**config.mk**
```make
export PLATFORM = sky130hd
export DESIGN_NAME = dram_row_strobe_bank_select
export DESIGN_NICKNAME = d
export VERILOG_FILES = /design/src/hdl/ras_bank_pkg.sv /design/src/hdl/dram_row_strobe_bank_select.sv
export SDC_FILE = /design/constraint.sdc
export NUM_CORES = 1
export LEC_CHECK = 0
export ABC_AREA = 0
export BUFFER_PORTS_ARGS = -buffer_cell sky130_fd_sc_hd__buf_2
export CAP_MARGIN = 20
export CORE_MARGIN = 2
export CORE_UTILIZATION = 29
export CTS_BUF_LIST = sky130_fd_sc_hd__clkbuf_4
export CTS_CLUSTER_SIZE = 30
export DETAILED_ROUTE_END_ITERATION = 10
export HOLD_SLACK_MARGIN = 0.06
export MAX_ROUTING_LAYER = met4
export PLACE_DENSITY = 0.86
export SYNTH_ARGS = -nofsm -noshare
export SYNTH_HDL_FRONTEND = slang
export SYNTH_SLANG_ARGS = --single-unit
```
**constraint.sdc**
```tcl
create_clock -name clock_in -period 1.26 [get_ports clock_in]
set_clock_uncertainty 0.2 [all_clocks]
set_input_delay 0 -clock clock_in [delete_from_list [all_inputs] [get_ports clock_in]]
set_output_delay 0 -clock clock_in [all_outputs]
set_load 0.05 [all_outputs]
```
**src/hdl/ras_bank_pkg.sv**
```systemverilog
// Purpose: Shared constants and carrier types for the row-strobe bank selection block.
// Assumes: One processor clock; the processor, the state machine and the memory modules
//          all run on it.
// Notes: The configuration word layout is fixed here so that bench and design agree on it.
package ras_bank_pkg;
   // Configuration word width and field positions.
   localparam int CFG_W = 16;
   localparam int CFG_DUAL_BIT = 14;
   localparam int CFG_DEPTH_HI = 13;
   localparam int CFG_DEPTH_LO = 12;
   localparam int CFG_EDO_BIT = 15;
   // Address positions used by the region decode and the depth multiplexer.
   localparam int ADDR_W = 32;
   localparam int REGION_HI = 31;
   localparam int REGION_LO = 30;
   localparam logic [1:0] REGION_DRAM = 2'h0;
   localparam int PAIR_256K_LO = 20;
   localparam int PAIR_1M_LO = 22;
   localparam int PAIR_4M_LO = 24;
   // Depth codes; the upper bit alone selects the largest depth.
   localparam logic [1:0] DEPTH_256K = 2'h0;
   localparam logic [1:0] DEPTH_1M = 2'h1;
   // Strobe patterns, one bit per bank, active high before inversion; RAS_N_IDLE is already active low.
   localparam int NUM_RAS = 4;
   localparam logic [3:0] RAS_NONE = 4'h0;
   localparam logic [3:0] RAS_REFRESH_SINGLE = 4'h3;
   localparam logic [3:0] RAS_REFRESH_DUAL = 4'hF;
   localparam logic [3:0] RAS_N_IDLE = 4'hF;

   // Processor bus signals sampled in the address cycle and after.
   typedef struct packed {
      logic ads_n;
      logic write;
      logic [ADDR_W-1:0] addr;
   } proc_bus_s;

   // Control signals coming from the controller state machine.
   typedef struct packed {
      logic ras;
      logic cas;
      logic refresh;
      logic read_hold;
      logic ready_req;
      logic last;
   } sm_ctrl_s;
endpackage : ras_bank_pkg

```
**src/hdl/dram_row_strobe_bank_select.sv**
```systemverilog
// Purpose: Chooses which of four active-low row strobes follow the internal row strobe,
//          recognises accesses to the memory region, returns ready and shapes the column
//          strobe for fast-page or extended-data-out parts.
// Assumes: The state machine and the processor run on clock_in, so no input is synchronised.
// Notes: Refresh ignores the captured bank pair and the access state.
`timescale 1ns/10ps
module dram_row_strobe_bank_select (
   input wire logic clock_in,
   input wire logic nrst_in,
   input wire logic [ras_bank_pkg::CFG_W-1:0] cfg_word_in,
   input wire ras_bank_pkg::proc_bus_s bus_in,
   input wire ras_bank_pkg::sm_ctrl_s sm_in,
   output logic [ras_bank_pkg::NUM_RAS-1:0] ras_n_out,
   output logic cas_n_out,
   output logic mux_sel_a_out,
   output logic mux_sel_b_out,
   output logic dram_access_out,
   output logic ready_out
);
   import ras_bank_pkg::*;

   // Configuration fields pulled out of the configuration word.
   wire logic dual_bank_module_sel = cfg_word_in[CFG_DUAL_BIT];
   wire logic [1:0] depth_code = cfg_word_in[CFG_DEPTH_HI:CFG_DEPTH_LO];
   wire logic edo_sel = cfg_word_in[CFG_EDO_BIT];

   // Registered state of the block.
   logic [NUM_RAS-1:0] ras_n_q; // Row strobe outputs, active low.
   logic [NUM_RAS-1:0] ras_n_d;
   logic cas_n_q; // Column strobe output, active low.
   logic cas_n_d;
   logic mux_sel_a_q; // First copy of the registered row strobe.
   logic mux_sel_b_q; // Second, identical copy.
   logic active_q; // An access to the memory region is in progress.
   logic active_d;
   logic ready_q; // Ready acknowledgment to the processor.
   logic write_q; // Direction of the current access.
   logic [1:0] bank_pair_q; // Bank-select address pair captured in the address cycle.

   // Region decode: the top two address bits serve only this purpose.
   wire logic region_hit = (bus_in.addr[REGION_HI:REGION_LO] == REGION_DRAM);
   wire logic access_go = !bus_in.ads_n && region_hit;

   // Depth multiplexer; bits 29:26 and pairs above the depth never reach the decode.
   wire logic [1:0] pair_256k = bus_in.addr[PAIR_256K_LO +: 2];
   wire logic [1:0] pair_1m = bus_in.addr[PAIR_1M_LO +: 2];
   wire logic [1:0] pair_4m = bus_in.addr[PAIR_4M_LO +: 2];
   wire logic [1:0] sel_pair = (depth_code == DEPTH_256K) ? pair_256k :
                               (depth_code == DEPTH_1M) ? pair_1m : pair_4m;

   // Single-bank decode: the lower bit picks strobe 0 or 1, the upper bit picks none.
   wire logic [3:0] single_sel = bank_pair_q[1] ? RAS_NONE :
                                 (bank_pair_q[0] ? 4'h2 : 4'h1);

   // Dual-bank decode: swapping the pair bits orders banks as 0, 2, 1, 3 so that one
   // dual-bank module alone forms contiguous memory.
   wire logic [1:0] dual_idx = {bank_pair_q[0], bank_pair_q[1]};
   wire logic [3:0] dual_sel = 4'h1 << dual_idx;

   // Refresh pattern covers only the strobes the bank setting enables.
   wire logic [3:0] refresh_sel = dual_bank_module_sel ? RAS_REFRESH_DUAL :
                                  RAS_REFRESH_SINGLE;
   wire logic [3:0] access_sel = dual_bank_module_sel ? dual_sel : single_sel;
   wire logic [3:0] bank_sel = sm_in.refresh ? refresh_sel : access_sel;

   // Outputs are forced high unless the internal row strobe is active.
   always_comb begin
      ras_n_d = ~(sm_in.ras ? bank_sel : RAS_NONE);
   end

   // Fast-page parts float data when the column strobe rises, so a read keeps it low
   // until the processor has taken the data; extended-data-out parts keep driving, so
   // the strobe may follow the state machine and rise early for the next location.
   wire logic fpm_read_hold = !edo_sel && active_q && !write_q && sm_in.read_hold;
   always_comb begin
      cas_n_d = !(sm_in.cas || fpm_read_hold);
   end

   // The access stays open until the last ready; a new address cycle reopens it.
   always_comb begin
      active_d = active_q;
      if (access_go) begin
         active_d = 1'b1;
      end else if (active_q && sm_in.ready_req && sm_in.last) begin
         active_d = 1'b0;
      end
   end

   // Row and column strobe registers.
   always_ff @(posedge clock_in) begin
      if (!nrst_in) begin
         ras_n_q <= RAS_N_IDLE;
         cas_n_q <= 1'b1;
      end else begin
         ras_n_q <= ras_n_d;
         cas_n_q <= cas_n_d;
      end
   end

   // Two flip-flops share the multiplexer select load instead of one flip-flop with
   // buffers, which would add delay.
   always_ff @(posedge clock_in) begin
      if (!nrst_in) begin
         mux_sel_a_q <= 1'b0;
         mux_sel_b_q <= 1'b0;
      end else begin
         mux_sel_a_q <= sm_in.ras;
         mux_sel_b_q <= sm_in.ras;
      end
   end

   // Access tracking, address capture and ready.
   always_ff @(posedge clock_in) begin
      if (!nrst_in) begin
         active_q <= 1'b0;
         write_q <= 1'b0;
         bank_pair_q <= 2'h0;
         ready_q <= 1'b0;
      end else begin
         active_q <= active_d;
         if (access_go) begin
            write_q <= bus_in.write;
            bank_pair_q <= sel_pair;
         end
         // Ready ignores whether any bank was selected.
         ready_q <= active_q && sm_in.ready_req;
      end
   end

   assign ras_n_out = ras_n_q;
   assign cas_n_out = cas_n_q;
   assign mux_sel_a_out = mux_sel_a_q;
   assign mux_sel_b_out = mux_sel_b_q;
   assign dram_access_out = active_q;
   assign ready_out = ready_q;

   // Single-bank mode keeps the upper strobes high in every cycle.
   a_single_upper_idle: assert property (
      @(posedge clock_in) disable iff (!nrst_in)
      !dual_bank_module_sel |=> ras_n_out[3:2] == 2'h3)
      else $error("upper strobe driven in single-bank mode");

   // A dual-bank refresh drives every strobe at once.
   a_refresh_all_low: assert property (
      @(posedge clock_in) disable iff (!nrst_in)
      (sm_in.ras && sm_in.refresh && dual_bank_module_sel) |=> ras_n_out == RAS_NONE)
      else $error("refresh did not drive all strobes");

   // A dual-bank access drives exactly one strobe, placed by the swapped pair.
   a_dual_one_bank: assert property (
      @(posedge clock_in) disable iff (!nrst_in)
      (sm_in.ras && !sm_in.refresh && dual_bank_module_sel)
      |=> $onehot(~ras_n_out) && !ras_n_out[$past({bank_pair_q[0], bank_pair_q[1]})])
      else $error("dual-bank access strobe wrong");

   // A single-bank access to a populated bank drives exactly one of the lower strobes.
   a_single_one_bank: assert property (
      @(posedge clock_in) disable iff (!nrst_in)
      (sm_in.ras && !sm_in.refresh && !dual_bank_module_sel && !bank_pair_q[1])
      |=> $onehot(~ras_n_out) && !ras_n_out[$past(bank_pair_q[0])])
      else $error("single-bank access strobe wrong");

   // No internal strobe means every row strobe output is high.
   a_idle_all_high: assert property (
      @(posedge clock_in) disable iff (!nrst_in)
      !sm_in.ras |=> ras_n_out == RAS_N_IDLE)
      else $error("strobe driven while internal strobe idle");

   // Upper pair bit set in single-bank mode selects nothing.
   a_single_upper_none: assert property (
      @(posedge clock_in) disable iff (!nrst_in)
      (sm_in.ras && !sm_in.refresh && !dual_bank_module_sel && bank_pair_q[1])
      |=> ras_n_out == RAS_N_IDLE)
      else $error("strobe driven for unpopulated bank");

   // Smallest depth captures address bits 21:20.
   a_depth_pair_pick: assert property (
      @(posedge clock_in) disable iff (!nrst_in)
      (access_go && depth_code == DEPTH_256K) |=> bank_pair_q == $past(bus_in.addr[21:20]))
      else $error("wrong bank-select pair captured");

   // Both select copies follow the internal strobe one cycle late.
   a_copies_match: assert property (
      @(posedge clock_in) disable iff (!nrst_in)
      ##1 (mux_sel_a_out == $past(sm_in.ras)) && (mux_sel_b_out == mux_sel_a_out))
      else $error("select copies disagree");

   // An address outside the region never opens an access.
   a_region_gate: assert property (
      @(posedge clock_in) disable iff (!nrst_in)
      (!active_q && (bus_in.ads_n || !region_hit)) |=> !dram_access_out)
      else $error("access opened outside the region");

   // Ready follows every request inside an open access.
   a_ready_region: assert property (
      @(posedge clock_in) disable iff (!nrst_in)
      (active_q && sm_in.ready_req) |=> ready_out)
      else $error("ready missing for region access");

   // Fast-page reads keep the column strobe low while the processor takes data.
   a_fpm_cas_hold: assert property (
      @(posedge clock_in) disable iff (!nrst_in)
      (!edo_sel && active_q && !write_q && sm_in.read_hold) |=> !cas_n_out)
      else $error("column strobe released during fast-page read");

   // Extended-data-out parts release the column strobe with the state machine.
   a_edo_cas_release: assert property (
      @(posedge clock_in) disable iff (!nrst_in)
      (edo_sel && !sm_in.cas) |=> cas_n_out)
      else $error("column strobe held on extended-data-out part");
endmodule : dram_row_strobe_bank_select

```
Word level (Yosys, flattened, before mapping)
Index checks and enable logic that the tools add are counted.
- register bits after elaboration: 11
- bits of input ports: 58
- output and inout bits: 9
- logic and storage cells: 34
- equality and inequality tests: 1
- shift-type cells: 1
- mux-type cells: 10
- bitwise gates (word level): 1
- reduce and logical (&&, ||, !) cells: 14
- operator list (cell ; count):
    2-to-1 mux 4 bit ; 4
    2-to-1 mux 2 bit ; 4
    logical AND 1 bit ; 6
    zero test 1 bit ; 4
    zero test 2 bit ; 2
    NOT 4 bit ; 1
    left shift 1 x 2 -> 4 bit (first input constant) ; 1
    == test 2 x 1 -> 1 bit (second input constant) ; 1
    2-to-1 mux 1 bit ; 2
    nonzero test 2 bit ; 1
    logical OR 1 bit ; 1

Longest topological paths before layout
Gate-level depths: netlist (run 1).
- depth in word-level cells: 6
- mapped depth: 3
- depth with buffers taken out: 3

Worst setup path after synthesis (run 1)
OpenSTA, ideal clock, no wires.
- path type: register to register
- start point: reg active_q, in the netlist dram_access_out
- end point: reg cas_n_q, in the netlist cas_n_out
- library setup time: 0.123 ns
- data arrival time: 0.943 ns
- required time: 0.937 ns
- path slack: -0.006 ns
- cell stages (with the launch flop): 3
- buffers on the path: 0
- period minus slack after synthesis: 1.266 ns
- cell sequence: dfxtp_1 > nor4bb_1 > o21ai_0
- longest elaborated chain between the ends: 5
- ends and longest elaborated chain (what ; RTL line ; source):
    start: declaration ; dram_row_strobe_bank_select.sv:34 ; logic active_q;
    start signal: assignment ; dram_row_strobe_bank_select.sv:120 ; active_q <= active_d;
    logical AND 1 bit (3 in series) ; dram_row_strobe_bank_select.sv:74 ; wire logic fpm_read_hold = !edo_sel && active_q && !write_q && sm_in.read_hold;
    logical OR 1 bit ; dram_row_strobe_bank_select.sv:76 ; cas_n_d = !(sm_in.cas || fpm_read_hold);
    zero test 1 bit ; dram_row_strobe_bank_select.sv:76 ;
    end signal: assignment ; dram_row_strobe_bank_select.sv:96 ; cas_n_q <= cas_n_d;
    end: declaration ; dram_row_strobe_bank_select.sv:30 ; logic cas_n_q;
No other way between the ends.
A chain may end at the register's enable or synchronous reset.

Worst setup path in the final report (run 1)
- start point: in bus_in[33] in the netlist's numbering
- end point: reg write_q
- longest elaborated chain between the ends: 2
- ends and longest elaborated chain (what ; RTL line ; source):
    start: declaration ; dram_row_strobe_bank_select.sv:11 ; input wire ras_bank_pkg::proc_bus_s bus_in,
    zero test 1 bit ; dram_row_strobe_bank_select.sv:42 ; wire logic access_go = !bus_in.ads_n && region_hit;
    logical AND 1 bit ; dram_row_strobe_bank_select.sv:42 ;
    end signal: assignment ; dram_row_strobe_bank_select.sv:122 ; write_q <= bus_in.write;
    end: declaration ; dram_row_strobe_bank_select.sv:37 ; logic write_q;
No other way between the ends.

==> results.txt, run 1 <==
----------------------------------------------------
[Synthesis]
  Portion of netlist area occupied by mux cells ... 0.08382
  Netlist area before placement ... between 400 and 500 µm²
  Main combinational cell family by area after synthesis ... simple AND/OR/NAND/NOR gates
  Mean post-synth cell area ... roughly 10 µm²
  Gate count of the mapped netlist ... 42
  Fraction of the mapped netlist area in compound gates ... 0.1647
  Adder-cell share of the synthesized area ... 0
  XOR/XNOR Fraction of Synth Area ... 0
  Number of synthesized register bits ... 11
  Area fraction in and, or, nand and nor cells after synthesis ... 0.2168
  Cell variety after synth ... 22
  Synthesized net count ... 100
  Sequential cell area fraction in the yosys report ... 0.5087
  Synth warn ... 0

[Placed design]
  Last weighted congestion value of the routability-driven placer ... ~0.67
  Number of input and output port buffers inserted ... 30

[Floorplanning]
  # IOs ... between 60 and 70
  Core region area ... 0.001350 mm²
  # rows ... 13
  Height of the die ... between 40 and 50 µm
  Starting Density ... 0.3207
  Horizontal die dimension ... roughly 43 µm
  Total die area ... between 0.0015 and 0.002 mm²

[Global routing]
  Vias in the first global route ... roughly 450
  Total global-route track usage ... 0.1383
  Overflow left after global routing ... 0
  First-pass GRT wire length ... roughly 1800 µm
  Antenna violations before repair ... 0
  Largest net degree at the start of global routing ... 10

[Pwr]
  Clock network fraction of total power ... 0.325
  Leakage power ... around 0.34 nW
  Worst vdd rail ir drop ... between 300 and 400 µV
  Internal power of the cells ... approximately 580 µW
  Power density of the placed cells ... approximately 1100 mW/mm²
  Switching power summed over all nets ... between 200 and 250 µW
  Share of power burned in combinational logic ... 0.202
  Switching fraction of total power ... 0.2586
  Sequential share of power ... 0.473

[Clocking]
  Deepest clock path buffer count ... 2
  Source-to-sink clock delay at the later pin of the worst-skew pair ... ~0.26 ns
  Maximum level of the CTS H-tree ... 1
  Number of buffers inserted for hold repair after clock tree synthesis ... 11
  CTS-repair resized insts ... 0
  Total clock buffers created by CTS ... 3
  Clock Tree Root ... sky130_fd_sc_hd__clkbuf_4
  Clk slew on worst S/H paths ... ~0.07 ns
  # clock sinks ... 11
  TritonCTS clock tree ... done

[Critical path]
  Slowest cell on the critical path ... sky130_fd_sc_hd__dlygate4sd3_1
  Largest driver fanout on the critical path ... 6
  Cells along the critical path ... dlygate4sd3_1 > nor3_4 > mux2i_1 > nor2b_1
  Type of destination of the critical path ... register
  Setup crit start kind ... primary input
  Largest incremental delay on the critical path ... 0.57 ns
  Worst setup path category ... primary input to register
  Arrival time reported for the critical path endpoint ... approximately 1.2 ns
  Worst path required time ... 1.22 ns

[Detailed routing]
  Final wirelength ... 1112 µm
  Via density per instance ... between 4 and 5
  DRC violation total after the first TritonRoute iteration ... 6
  DR pass1 iterations ... 3
  Total number of vias ... 473
  Average wire per standard cell ... between 10 and 15 µm
  Count of antenna-violating nets left after detailed routing ... 0
  Post-route DRC violation count ... 0

[Status]
  Result of the run ... finished with violations
  Failing checks ... negative hold slack

[Finish]
  Fraction of layout cells with a size suffix above 1 ... 0.4302
  Number of nets in the layout ... between 100 and 150
  Area added between synthesis and finish ... 70.52%
  Ant diodes ... 0

[Timing]
  RSZ-0062 raised after global routing ... no
  Measured slew at the worst slew-check pin ... around 0.27 ns
  Number of pins exceeding their max-slew limit in the final report ... 0
  Period Utilization, post-route ... 0.9455
  TNS Setup ... 0 ns
  Achievable clock frequency ... approximately 840 MHz
  Post-layout minimum cycle time ... between 1 and 1.5 ns
  Final hold violations ... 4
  Relative slew slack ... 0.8202
  Setup-violating endpoint count in the final report ... 0
  Worst hold slack ... -0.1535 ns

[Hold path]
  Worst Hold Class ... primary input to register

[Job]
  Max-Cap Viols ... 0

----------------------------------------------------
==> critical path: cells and delay by family <==
kind / cells / cell delay (ns)
buffers and inverters: 1 / 0.57
and+or+nand+nor: 2 / 0.36
muxes: 1 / 0.21
==> through the flow <==
| step | util | instances | area, µm² | setup slack [ns] | power (mW) |
|---|---|---|---|---|---|
| after floorplan | - | 42 | 434.2 | 0.1643 | 0.4529 |
| after global placement | 0.4411 | 86 | 595.6 | 0.1959 | 0.5042 |
| after detailed placement | 0.4411 | 86 | 595.6 | 0.1253 | 0.5084 |
| after CTS | 0.5449 | 101 | 735.7 | 0.04510 | 0.7868 |
| after global routing | 0.5468 | 101 | 738.2 | 0.001611 | 0.8211 |
| final | 0.5468 | 101 | 738.2 | 0.06866 | 0.7821 |
==> final timing paths <==
check / start / end / slack [ns] / depth (start not counted)
setup / recovery: bus_in[33] / write_q / 0.07 / 4
hold / removal: bus_in[31] / bank_pair_q[1] / -0.15 / 3
setup reg to reg: bank_pair_q[0] / ras_n_out[1] / 0.12 / 3
hold reg to reg: bank_pair_q[0] / bank_pair_q[0] / 0.31 / 2
==> registers in the layout (all words and copies together) (netlist names) <==
signal	cells
bank_pair_q	2
cas_n_out	1
dram_access_out	1
mux_sel_b_out	1
ras_n_out	4
ready_out	1
write_q	1
==> cells in the final DEF (no fill, tap or decap), drive strengths merged <==
master / netlist / final
nor2b: 3 / 3
dlygate4sd3: 0 / 11
o2bb2ai: 1 / 1
and3: 1 / 1
mux2i: 1 / 1
o211ai: 1 / 1
nor4bb: 1 / 1
buf: 1 / 30
o2111ai: 2 / 2
mux2: 2 / 2
nand2: 4 / 4
nand2b: 2 / 2
inv: 1 / 1
nor2: 1 / 1
a21oi: 1 / 1
o21ai: 5 / 5
nor3: 1 / 1
a21o: 1 / 1
nand3: 1 / 1
and2: 1 / 1
clkbuf: 0 / 4
dfxtp: 11 / 11
==> power by group through the flow <==
stage	registers (mW)	clock network [mW]	logic, mW
floorplan	0.415	0	0.0384
global placement	0.376	0	0.128
detailed placement	0.377	0	0.131
CTS	0.369	0.260	0.157
global route	0.371	0.279	0.171
finish	0.370	0.254	0.158
==> final cells by class <==
class | count | area (µm²)
fill | 134 | 611.8
timing repair buffer | 41 | 262.8
sequential | 11 | 221.5
multi-input combinational | 29 | 201.4
clock buffer | 4 | 30.03
tap | 15 | 18.77
inverter | 1 | 3.754
==> repair_timing <==
action,4_1_cts,5_1_grt
buffers inserted,0,1
hold endpoints to repair,11,4
setup endpoints to repair,0,1
==> metal layers <==
layer	GRT usage	wire (µm)	vias to the layer above
met5	-	0	-
met4	0.07500	0	0
met3	0.02586	91	0
met2	0.2485	572	27
met1	0.1380	448	208
li1	-	-	238
==> cells by family after synthesis <==
group | Yosys count
AND/OR/NAND/NOR | 15
AO/OA/AOI/OAI | 11
flip-flops | 11
multiplexers | 3
buffers and inverters | 2
==> cell usage after synthesis, drive strengths merged <==
master,instances,area (µm²)
dfxtp,11,220.2
a21oi,1,5.000
o2bb2ai,1,8.760
nor4bb,1,10.01
o2111ai,2,17.52
and3,1,6.260
and2,1,6.260
inv,1,3.750
mux2i,1,10.01
nand2,4,15.01
mux2,2,26.27
nand3,1,5.000
nor3,1,16.27
nor2b,3,18.77
nor2,1,3.750
nand2b,2,12.51
buf,1,7.510
o21ai,5,25.02
o211ai,1,7.510
a21o,1,7.510
Power figures use the tool's default switching activity.
==> run 2, diff against run 1 <==
--- a/config.mk
+++ b/config.mk
@@ -15,7 +15,8 @@
 export DETAILED_ROUTE_END_ITERATION = 10
 export HOLD_SLACK_MARGIN = 0.06
 export MAX_ROUTING_LAYER = met4
-export PLACE_DENSITY = 0.86
+export PLACE_DENSITY_LB_ADDON = 0.08
+export RECOVER_POWER = 25
 export SYNTH_ARGS = -nofsm -noshare
 export SYNTH_HDL_FRONTEND = slang
 export SYNTH_SLANG_ARGS = --single-unit
==> results.txt, run 2 (synthesis results as in run 1) <==
----------------------------------------------------
[Status]
  Result of the run ... finished with violations
  Failing checks ... negative hold slack

[Detailed routing]
  Via density per instance ... 4.490 (-4.1%)
  Total number of vias ... 458 (-3.2%)
  DRC violation total after the first TritonRoute iteration ... 3 (-3)
  DR pass1 iterations ... 2 (-1)
  Post-route DRC violation count ... 0 (unchanged)
  Average wire per standard cell ... 9.980 µm (-9.4%)
  Count of antenna-violating nets left after detailed routing ... 0 (unchanged)
  Final wirelength ... 1018 µm (-8.5%)

[Critical path]
  Largest incremental delay on the critical path ... 0.52 ns (-0.05 ns)
  Setup slack of the worst register-to-register path ... 0.15 ns (+0.03 ns)
  Type of destination of the critical path ... register
  CP startpoint ... nrst_in
  Worst setup path category ... primary input to register
  Critical path buffers and inverters ... 2 (+1)
  Critical R2R Launch ... bank_pair_q[0]
  Arrival time reported for the critical path endpoint ... 1.11 ns (-0.04 ns)
  Largest driver fanout on the critical path ... 9 (+3)
  Delay-heaviest family, CP ... buffers and inverters
  Setup crit start kind ... primary input
  Worst path required time ... 1.19 ns (-0.03 ns)
  Cells along the critical path ... dlygate4sd3_1 > buf_2 > and2_0 > o21ai_0
  Slowest cell on the critical path ... sky130_fd_sc_hd__dlygate4sd3_1

[Finish]
  Most common cell after layout, fill and taps aside ... sky130_fd_sc_hd__buf_2
  Max FFs per register ... 4 (unchanged)
  Commonest cells after routing, fill and taps aside ... 27 x sky130_fd_sc_hd__buf_2, 11 x sky130_fd_sc_hd__dlygate4sd3_1, 10 x sky130_fd_sc_hd__dfxtp_1
  Number of nets in the layout ... 146 (+0.69%)
  Final-layout fill cell count ... 132 (-1.5%)
  Area added between synthesis and finish ... 71.68%
  Fraction of layout cells with a size suffix above 1 ... 0.4138 (-0.01644)
  Ant diodes ... 0 (unchanged)

[Timing]
  TNS Setup ... 0 ns (unchanged)
  Achievable clock frequency ... 849.1 MHz (+1.2%)
  Relative slew slack ... 0.7607 (-0.05950)
  RSZ-0062 raised after global routing ... no
  Post-layout minimum cycle time ... 1.178 ns (-0.01364 ns)
  Measured slew at the worst slew-check pin ... 0.3571 ns (+0.08818 ns)
  Setup-violating endpoint count in the final report ... 0 (unchanged)
  Number of pins exceeding their max-slew limit in the final report ... 0 (unchanged)
  Period Utilization, post-route ... 0.9347 (-0.01083)
  Final hold violations ... 3 (-1)
  Worst hold slack ... -0.1541 ns (-0.0005560 ns)

[Clocking]
  Clock Tree Root ... sky130_fd_sc_hd__clkbuf_4
  Number of buffers inserted for hold repair after clock tree synthesis ... 12 (+1)
  Deepest clock path buffer count ... 2 (unchanged)
  TritonCTS clock tree ... done
  Maximum level of the CTS H-tree ... 1 (unchanged)
  Clk slew on worst S/H paths ... 0.07 ns (about the same)
  # clock sinks ... 11 (unchanged)
  Source-to-sink clock delay at the later pin of the worst-skew pair ... 0.26 ns (about the same)
  Total clock buffers created by CTS ... 3 (unchanged)

[Global routing]
  First-pass GRT wire length ... 1587 µm (-11%)
  Overflow left after global routing ... 0 (unchanged)
  Antenna violations before repair ... 0 (unchanged)
  Vias in the first global route ... 380 (-16%)
  Total global-route track usage ... 0.1231 (-0.01526)
  Largest net degree at the start of global routing ... 10 (unchanged)

[Pwr]
  Power density of the placed cells ... 1055 mW/mm² (-0.43%)
  Worst vdd rail ir drop ... 377.7 µV (-3.8%)
  Leakage power ... 0.3507 nW (+2.6%)

[Floorplanning]
  Horizontal die dimension ... 42.64 µm (unchanged)
  # IOs ... 67 (unchanged)
  Height of the die ... 42.64 µm (unchanged)
  Core region area ... 0.001350 mm² (unchanged)
  # rows ... 13 (unchanged)
  Total die area ... 0.001818 mm² (unchanged)
  Starting Density ... 0.3207 (unchanged)

[Hold path]
  Beginning of the worst hold path ... bus_in[31]
  Worst Hold Class ... primary input to register

[Job]
  Max-Cap Viols ... 0 (unchanged)

[Placed design]
  Last weighted congestion value of the routability-driven placer ... 0.6447 (-3.1%)
  Number of input and output port buffers inserted ... 30 (unchanged)

----------------------------------------------------
==> run 2: cell count changes in the layout (fill, tap and decap cells not counted) <==
cell / previous run / this run
sky130_fd_sc_hd__nor3_4: 1 / 0
sky130_fd_sc_hd__clkbuf_2: 0 / 1
sky130_fd_sc_hd__clkbuf_1: 0 / 1
sky130_fd_sc_hd__buf_2: 29 / 27
sky130_fd_sc_hd__nor3_2: 0 / 1
sky130_fd_sc_hd__dlymetal6s4s_1: 0 / 1
==> run 2: stage by stage <==
stage	worst slack, ns	area [µm²]	utilization	power (mW)	instances
after floorplan	0.1643	434.2	-	0.4529	42
after global routing	0.02864	743.2	0.5505	0.8231	102
final	0.08230	743.2	0.5505	0.7840	102
after CTS	0.05284	745.7	0.5524	0.7959	102
after detailed placement	0.1663	595.6	0.4411	0.5075	86
after global placement	0.1690	595.6	0.4411	0.5072	86
==> run 2: final timing paths <==
check                   endpoint  depth (start not counted)
hold / removal    bank_pair_q[0]                          3
hold reg to reg        ready_out                          1
setup / recovery    ras_n_out[0]                          4
setup reg to reg    ras_n_out[1]                          3
==> run 2: layout make-up <==
type | count | area, µm² | share of cell area
clock buffer | 4 | 30.03 | 0.04040
inverter | 1 | 3.754 | 0.005051
multi-input combinational | 29 | 195.2 | 0.2626
sequential | 11 | 221.5 | 0.2980
tap | 15 | 18.77 | 0.02525
timing repair buffer | 42 | 274.0 | 0.3687
==> run 2: timing repair <==
| action | 4_1_cts | 5_1_grt |
|---|---|---|
| hold endpoints to repair | 11 | 4 |
| endpoints found under the setup margin | 0 | 2 |
| setup buffers | 0 | 1 |
| gates resized for setup | 0 | 1 |
==> run 2: where the power goes <==
group          switching, mW  leakage [nW]  internal (mW)
clock                  0.114        0.0184          0.144
sequential           0.00678        0.0907          0.362
combinational         0.0823         0.242         0.0747
==> run 2: per-layer routing <==
layer	vias to the layer above	GRT usage	share of wire
met5	-	-	0
met4	0	0.09375	0.0079
met3	2	0.03879	0.087
met2	21	0.1606	0.44
met1	196	0.1540	0.46
li1	239	-	-
==> run 2: worst register-to-register path: cells and delay by family (launching register included) <==
kind | cells | cell delay (ns)
flip-flops | 1 | 0.39
AO/OA/AOI/OAI | 2 | 0.21
AND/OR/NAND/NOR | 1 | 0.20
==> run 3, diff against run 2 <==
--- a/config.mk
+++ b/config.mk
@@ -7,10 +7,8 @@
 export LEC_CHECK = 0
 export ABC_AREA = 0
 export BUFFER_PORTS_ARGS = -buffer_cell sky130_fd_sc_hd__buf_2
-export CAP_MARGIN = 20
 export CORE_MARGIN = 2
-export CORE_UTILIZATION = 29
-export CTS_BUF_LIST = sky130_fd_sc_hd__clkbuf_4
+export CORE_UTILIZATION = 27
 export CTS_CLUSTER_SIZE = 30
 export DETAILED_ROUTE_END_ITERATION = 10
 export HOLD_SLACK_MARGIN = 0.06
==> results.txt, run 3 (synthesis results as in run 1) <==
----------------------------------------------------
[Critical path]
  Type of destination of the critical path ... register
  Largest driver fanout on the critical path ... 1 (-8)
  Worst setup path category ... primary input to register
  Worst path required time ... 1.21 ns (+0.02 ns)
  Setup crit start kind ... primary input
  Arrival time reported for the critical path endpoint ... 1.15 ns (+0.04 ns)

[Clocking]
  TritonCTS clock tree ... done
  Total clock buffers created by CTS ... 3 (unchanged)
  Maximum level of the CTS H-tree ... 1 (unchanged)
  # clock sinks ... 11 (unchanged)
  Clock Tree Root ... sky130_fd_sc_hd__clkbuf_4
  Deepest clock path buffer count ... 2 (unchanged)
  Clk slew on worst S/H paths ... 0.07 ns (about the same)
  Source-to-sink clock delay at the later pin of the worst-skew pair ... 0.26 ns (about the same)

[Floorplanning]
  Horizontal die dimension ... 44.04 µm (+3.3%)
  Height of the die ... 44.04 µm (+3.3%)
  Starting Density ... 0.2874 (-0.03329)
  Total die area ... 0.001940 mm² (+6.7%)
  Core region area ... 0.001506 mm² (+12%)
  # rows ... 14 (+1)
  # IOs ... 67 (unchanged)

[Finish]
  Area added between synthesis and finish ... 85.26%
  Cell area after layout ... 802.0 µm² (+7.9%)
  Number of nets in the layout ... 151 (+3.4%)
  Ant diodes ... 0 (unchanged)
  Max FFs per register ... 4 (unchanged)
  Commonest cells after routing, fill and taps aside ... 25 x sky130_fd_sc_hd__buf_2, 16 x sky130_fd_sc_hd__dlygate4sd3_1, 10 x sky130_fd_sc_hd__dfxtp_1
  Most common cell after layout, fill and taps aside ... sky130_fd_sc_hd__buf_2
  Final-layout fill cell count ... 152 (+15%)
  Post-route insts no fill ... 108 (+5.9%)
  Fraction of layout cells with a size suffix above 1 ... 0.3913 (-0.02249)

[Timing]
  Measured slew at the worst slew-check pin ... 0.2667 ns (-0.09041 ns)
  Setup-violating endpoint count in the final report ... 0 (unchanged)
  Relative slew slack ... 0.8198 (+0.05915)
  Post-layout minimum cycle time ... 1.201 ns (+0.02314 ns)
  Achievable clock frequency ... 832.7 MHz (-1.9%)
  Number of pins exceeding their max-slew limit in the final report ... 0 (unchanged)
  Final hold violations ... 4 (+1)
  Worst hold slack ... -0.08001 ns (+0.07405 ns)
  Period Utilization, post-route ... 0.9531 (+0.01837)

[Detailed routing]
  Count of antenna-violating nets left after detailed routing ... 0 (unchanged)
  Via density per instance ... 4.491 (about the same)
  Final wirelength ... 1128 µm (+11%)
  Average wire per standard cell ... 10.44 µm (+4.6%)
  Total number of vias ... 485 (+5.9%)
  Post-route DRC violation count ... 0 (unchanged)
  DRC violation total after the first TritonRoute iteration ... 0 (-3)
  DR pass1 iterations ... 1 (-1)

[Pwr]
  Worst vdd rail ir drop ... 394.9 µV (+4.6%)
  Switching fraction of total power ... 0.2681 (+0.008658)
  Sequential share of power ... 0.472 (about the same)
  Leakage power ... 0.3756 nW (+7.1%)
  Internal power of the cells ... 571.2 µW (-1.6%)
  Share of power burned in combinational logic ... 0.222 (+0.022)
  Clock network fraction of total power ... 0.305 (-0.024)
  Power density of the placed cells ... 973.0 mW/mm² (-7.8%)
  Switching power summed over all nets ... 209.2 µW (+2.9%)

[Global routing]
  Largest net degree at the start of global routing ... 10 (unchanged)
  Vias in the first global route ... 388 (+2.1%)
  Total global-route track usage ... 0.1154 (-0.007692)
  First-pass GRT wire length ... 1573 µm (-0.88%)
  Overflow left after global routing ... 0 (unchanged)
  Antenna violations before repair ... 0 (unchanged)

[Status]
  Failing checks ... negative hold slack
  Result of the run ... finished with violations

[Placed design]
  Total placed cells including tap cells ... 87 (+1.2%)
  Placed instance area ... 596.8 µm² (+0.21%)
  Post-detail-place hpwl ... between 700 and 800 µm
  Number of input and output port buffers inserted ... 30 (unchanged)
  Last weighted congestion value of the routability-driven placer ... 0.6876 (+6.7%)

[Hold path]
  Worst Hold Class ... primary input to register

[Job]
  Max-Cap Viols ... 0 (unchanged)

----------------------------------------------------
run 3: cell type report:
type | instances | area, µm² | area share
Timing Repair Buffer | 47 | 329.1 | 0.4103
Sequential cell | 11 | 221.5 | 0.2761
Multi-Input combinational cell | 29 | 201.4 | 0.2512
Clock buffer | 4 | 26.28 | 0.03276
Tap cell | 16 | 20.02 | 0.02496
Inverter | 1 | 3.754 | 0.004680
run 3: what timing repair did:
action,4_1_cts,5_1_grt
buffers inserted,0,1
gates resized for setup,0,2
endpoints found under the setup margin,0,2
hold buffers,12,5
endpoints found under the hold margin,11,4
run 3: stage by stage:
step           setup WS, ns  hold WS, ns    util    TNS, ns  power, mW
6_report            0.05916     -0.08001  0.5324          0     0.7804
4_1_cts             0.04853      -0.1598  0.4934          0     0.7765
3_5_place_dp         0.1398      0.01156  0.3962          0     0.5086
2_1_floorplan        0.1643      -0.1282       -          0     0.4529
5_1_grt           -0.006637     -0.03283  0.5324  -0.006637     0.8173
3_3_place_gp         0.1685     0.001205  0.3962          0     0.5067
run 3: critical path, stage by stage:
cell,delay [ns]
sky130_fd_sc_hd__dlygate4sd3_1,0.53
sky130_fd_sc_hd__buf_2,0.12
sky130_fd_sc_hd__mux2_4,0.25
sky130_fd_sc_hd__o2111ai_1,0.16
sky130_fd_sc_hd__o21ai_0,0.09
run 3: final timing paths:
check	depth (start not counted)	endpoint	start	slack, ns
min reg2reg	2	bank_pair_q[0]	bank_pair_q[0]	0.30
max reg2reg	3	ras_n_out[1]	bank_pair_q[0]	0.15
min	4	write_q	bus_in[30]	-0.08
max	5	bank_pair_q[0]	bus_in[20]	0.06
run 3: layer usage:
metal	wire, µm	track usage
met1	458	0.1345
met2	585	0.1794
met3	73	0.02449
met4	11	0.07273
met5	0	-
run 3: power groups by stage:
stage / logic (mW) / clock network, mW / registers, mW
3_5_place_dp: 0.132 / 0 / 0.377
6_report: 0.174 / 0.238 / 0.369
5_1_grt: 0.186 / 0.260 / 0.371
2_1_floorplan: 0.0384 / 0 / 0.415
3_3_place_gp: 0.130 / 0 / 0.377
4_1_cts: 0.160 / 0.248 / 0.369
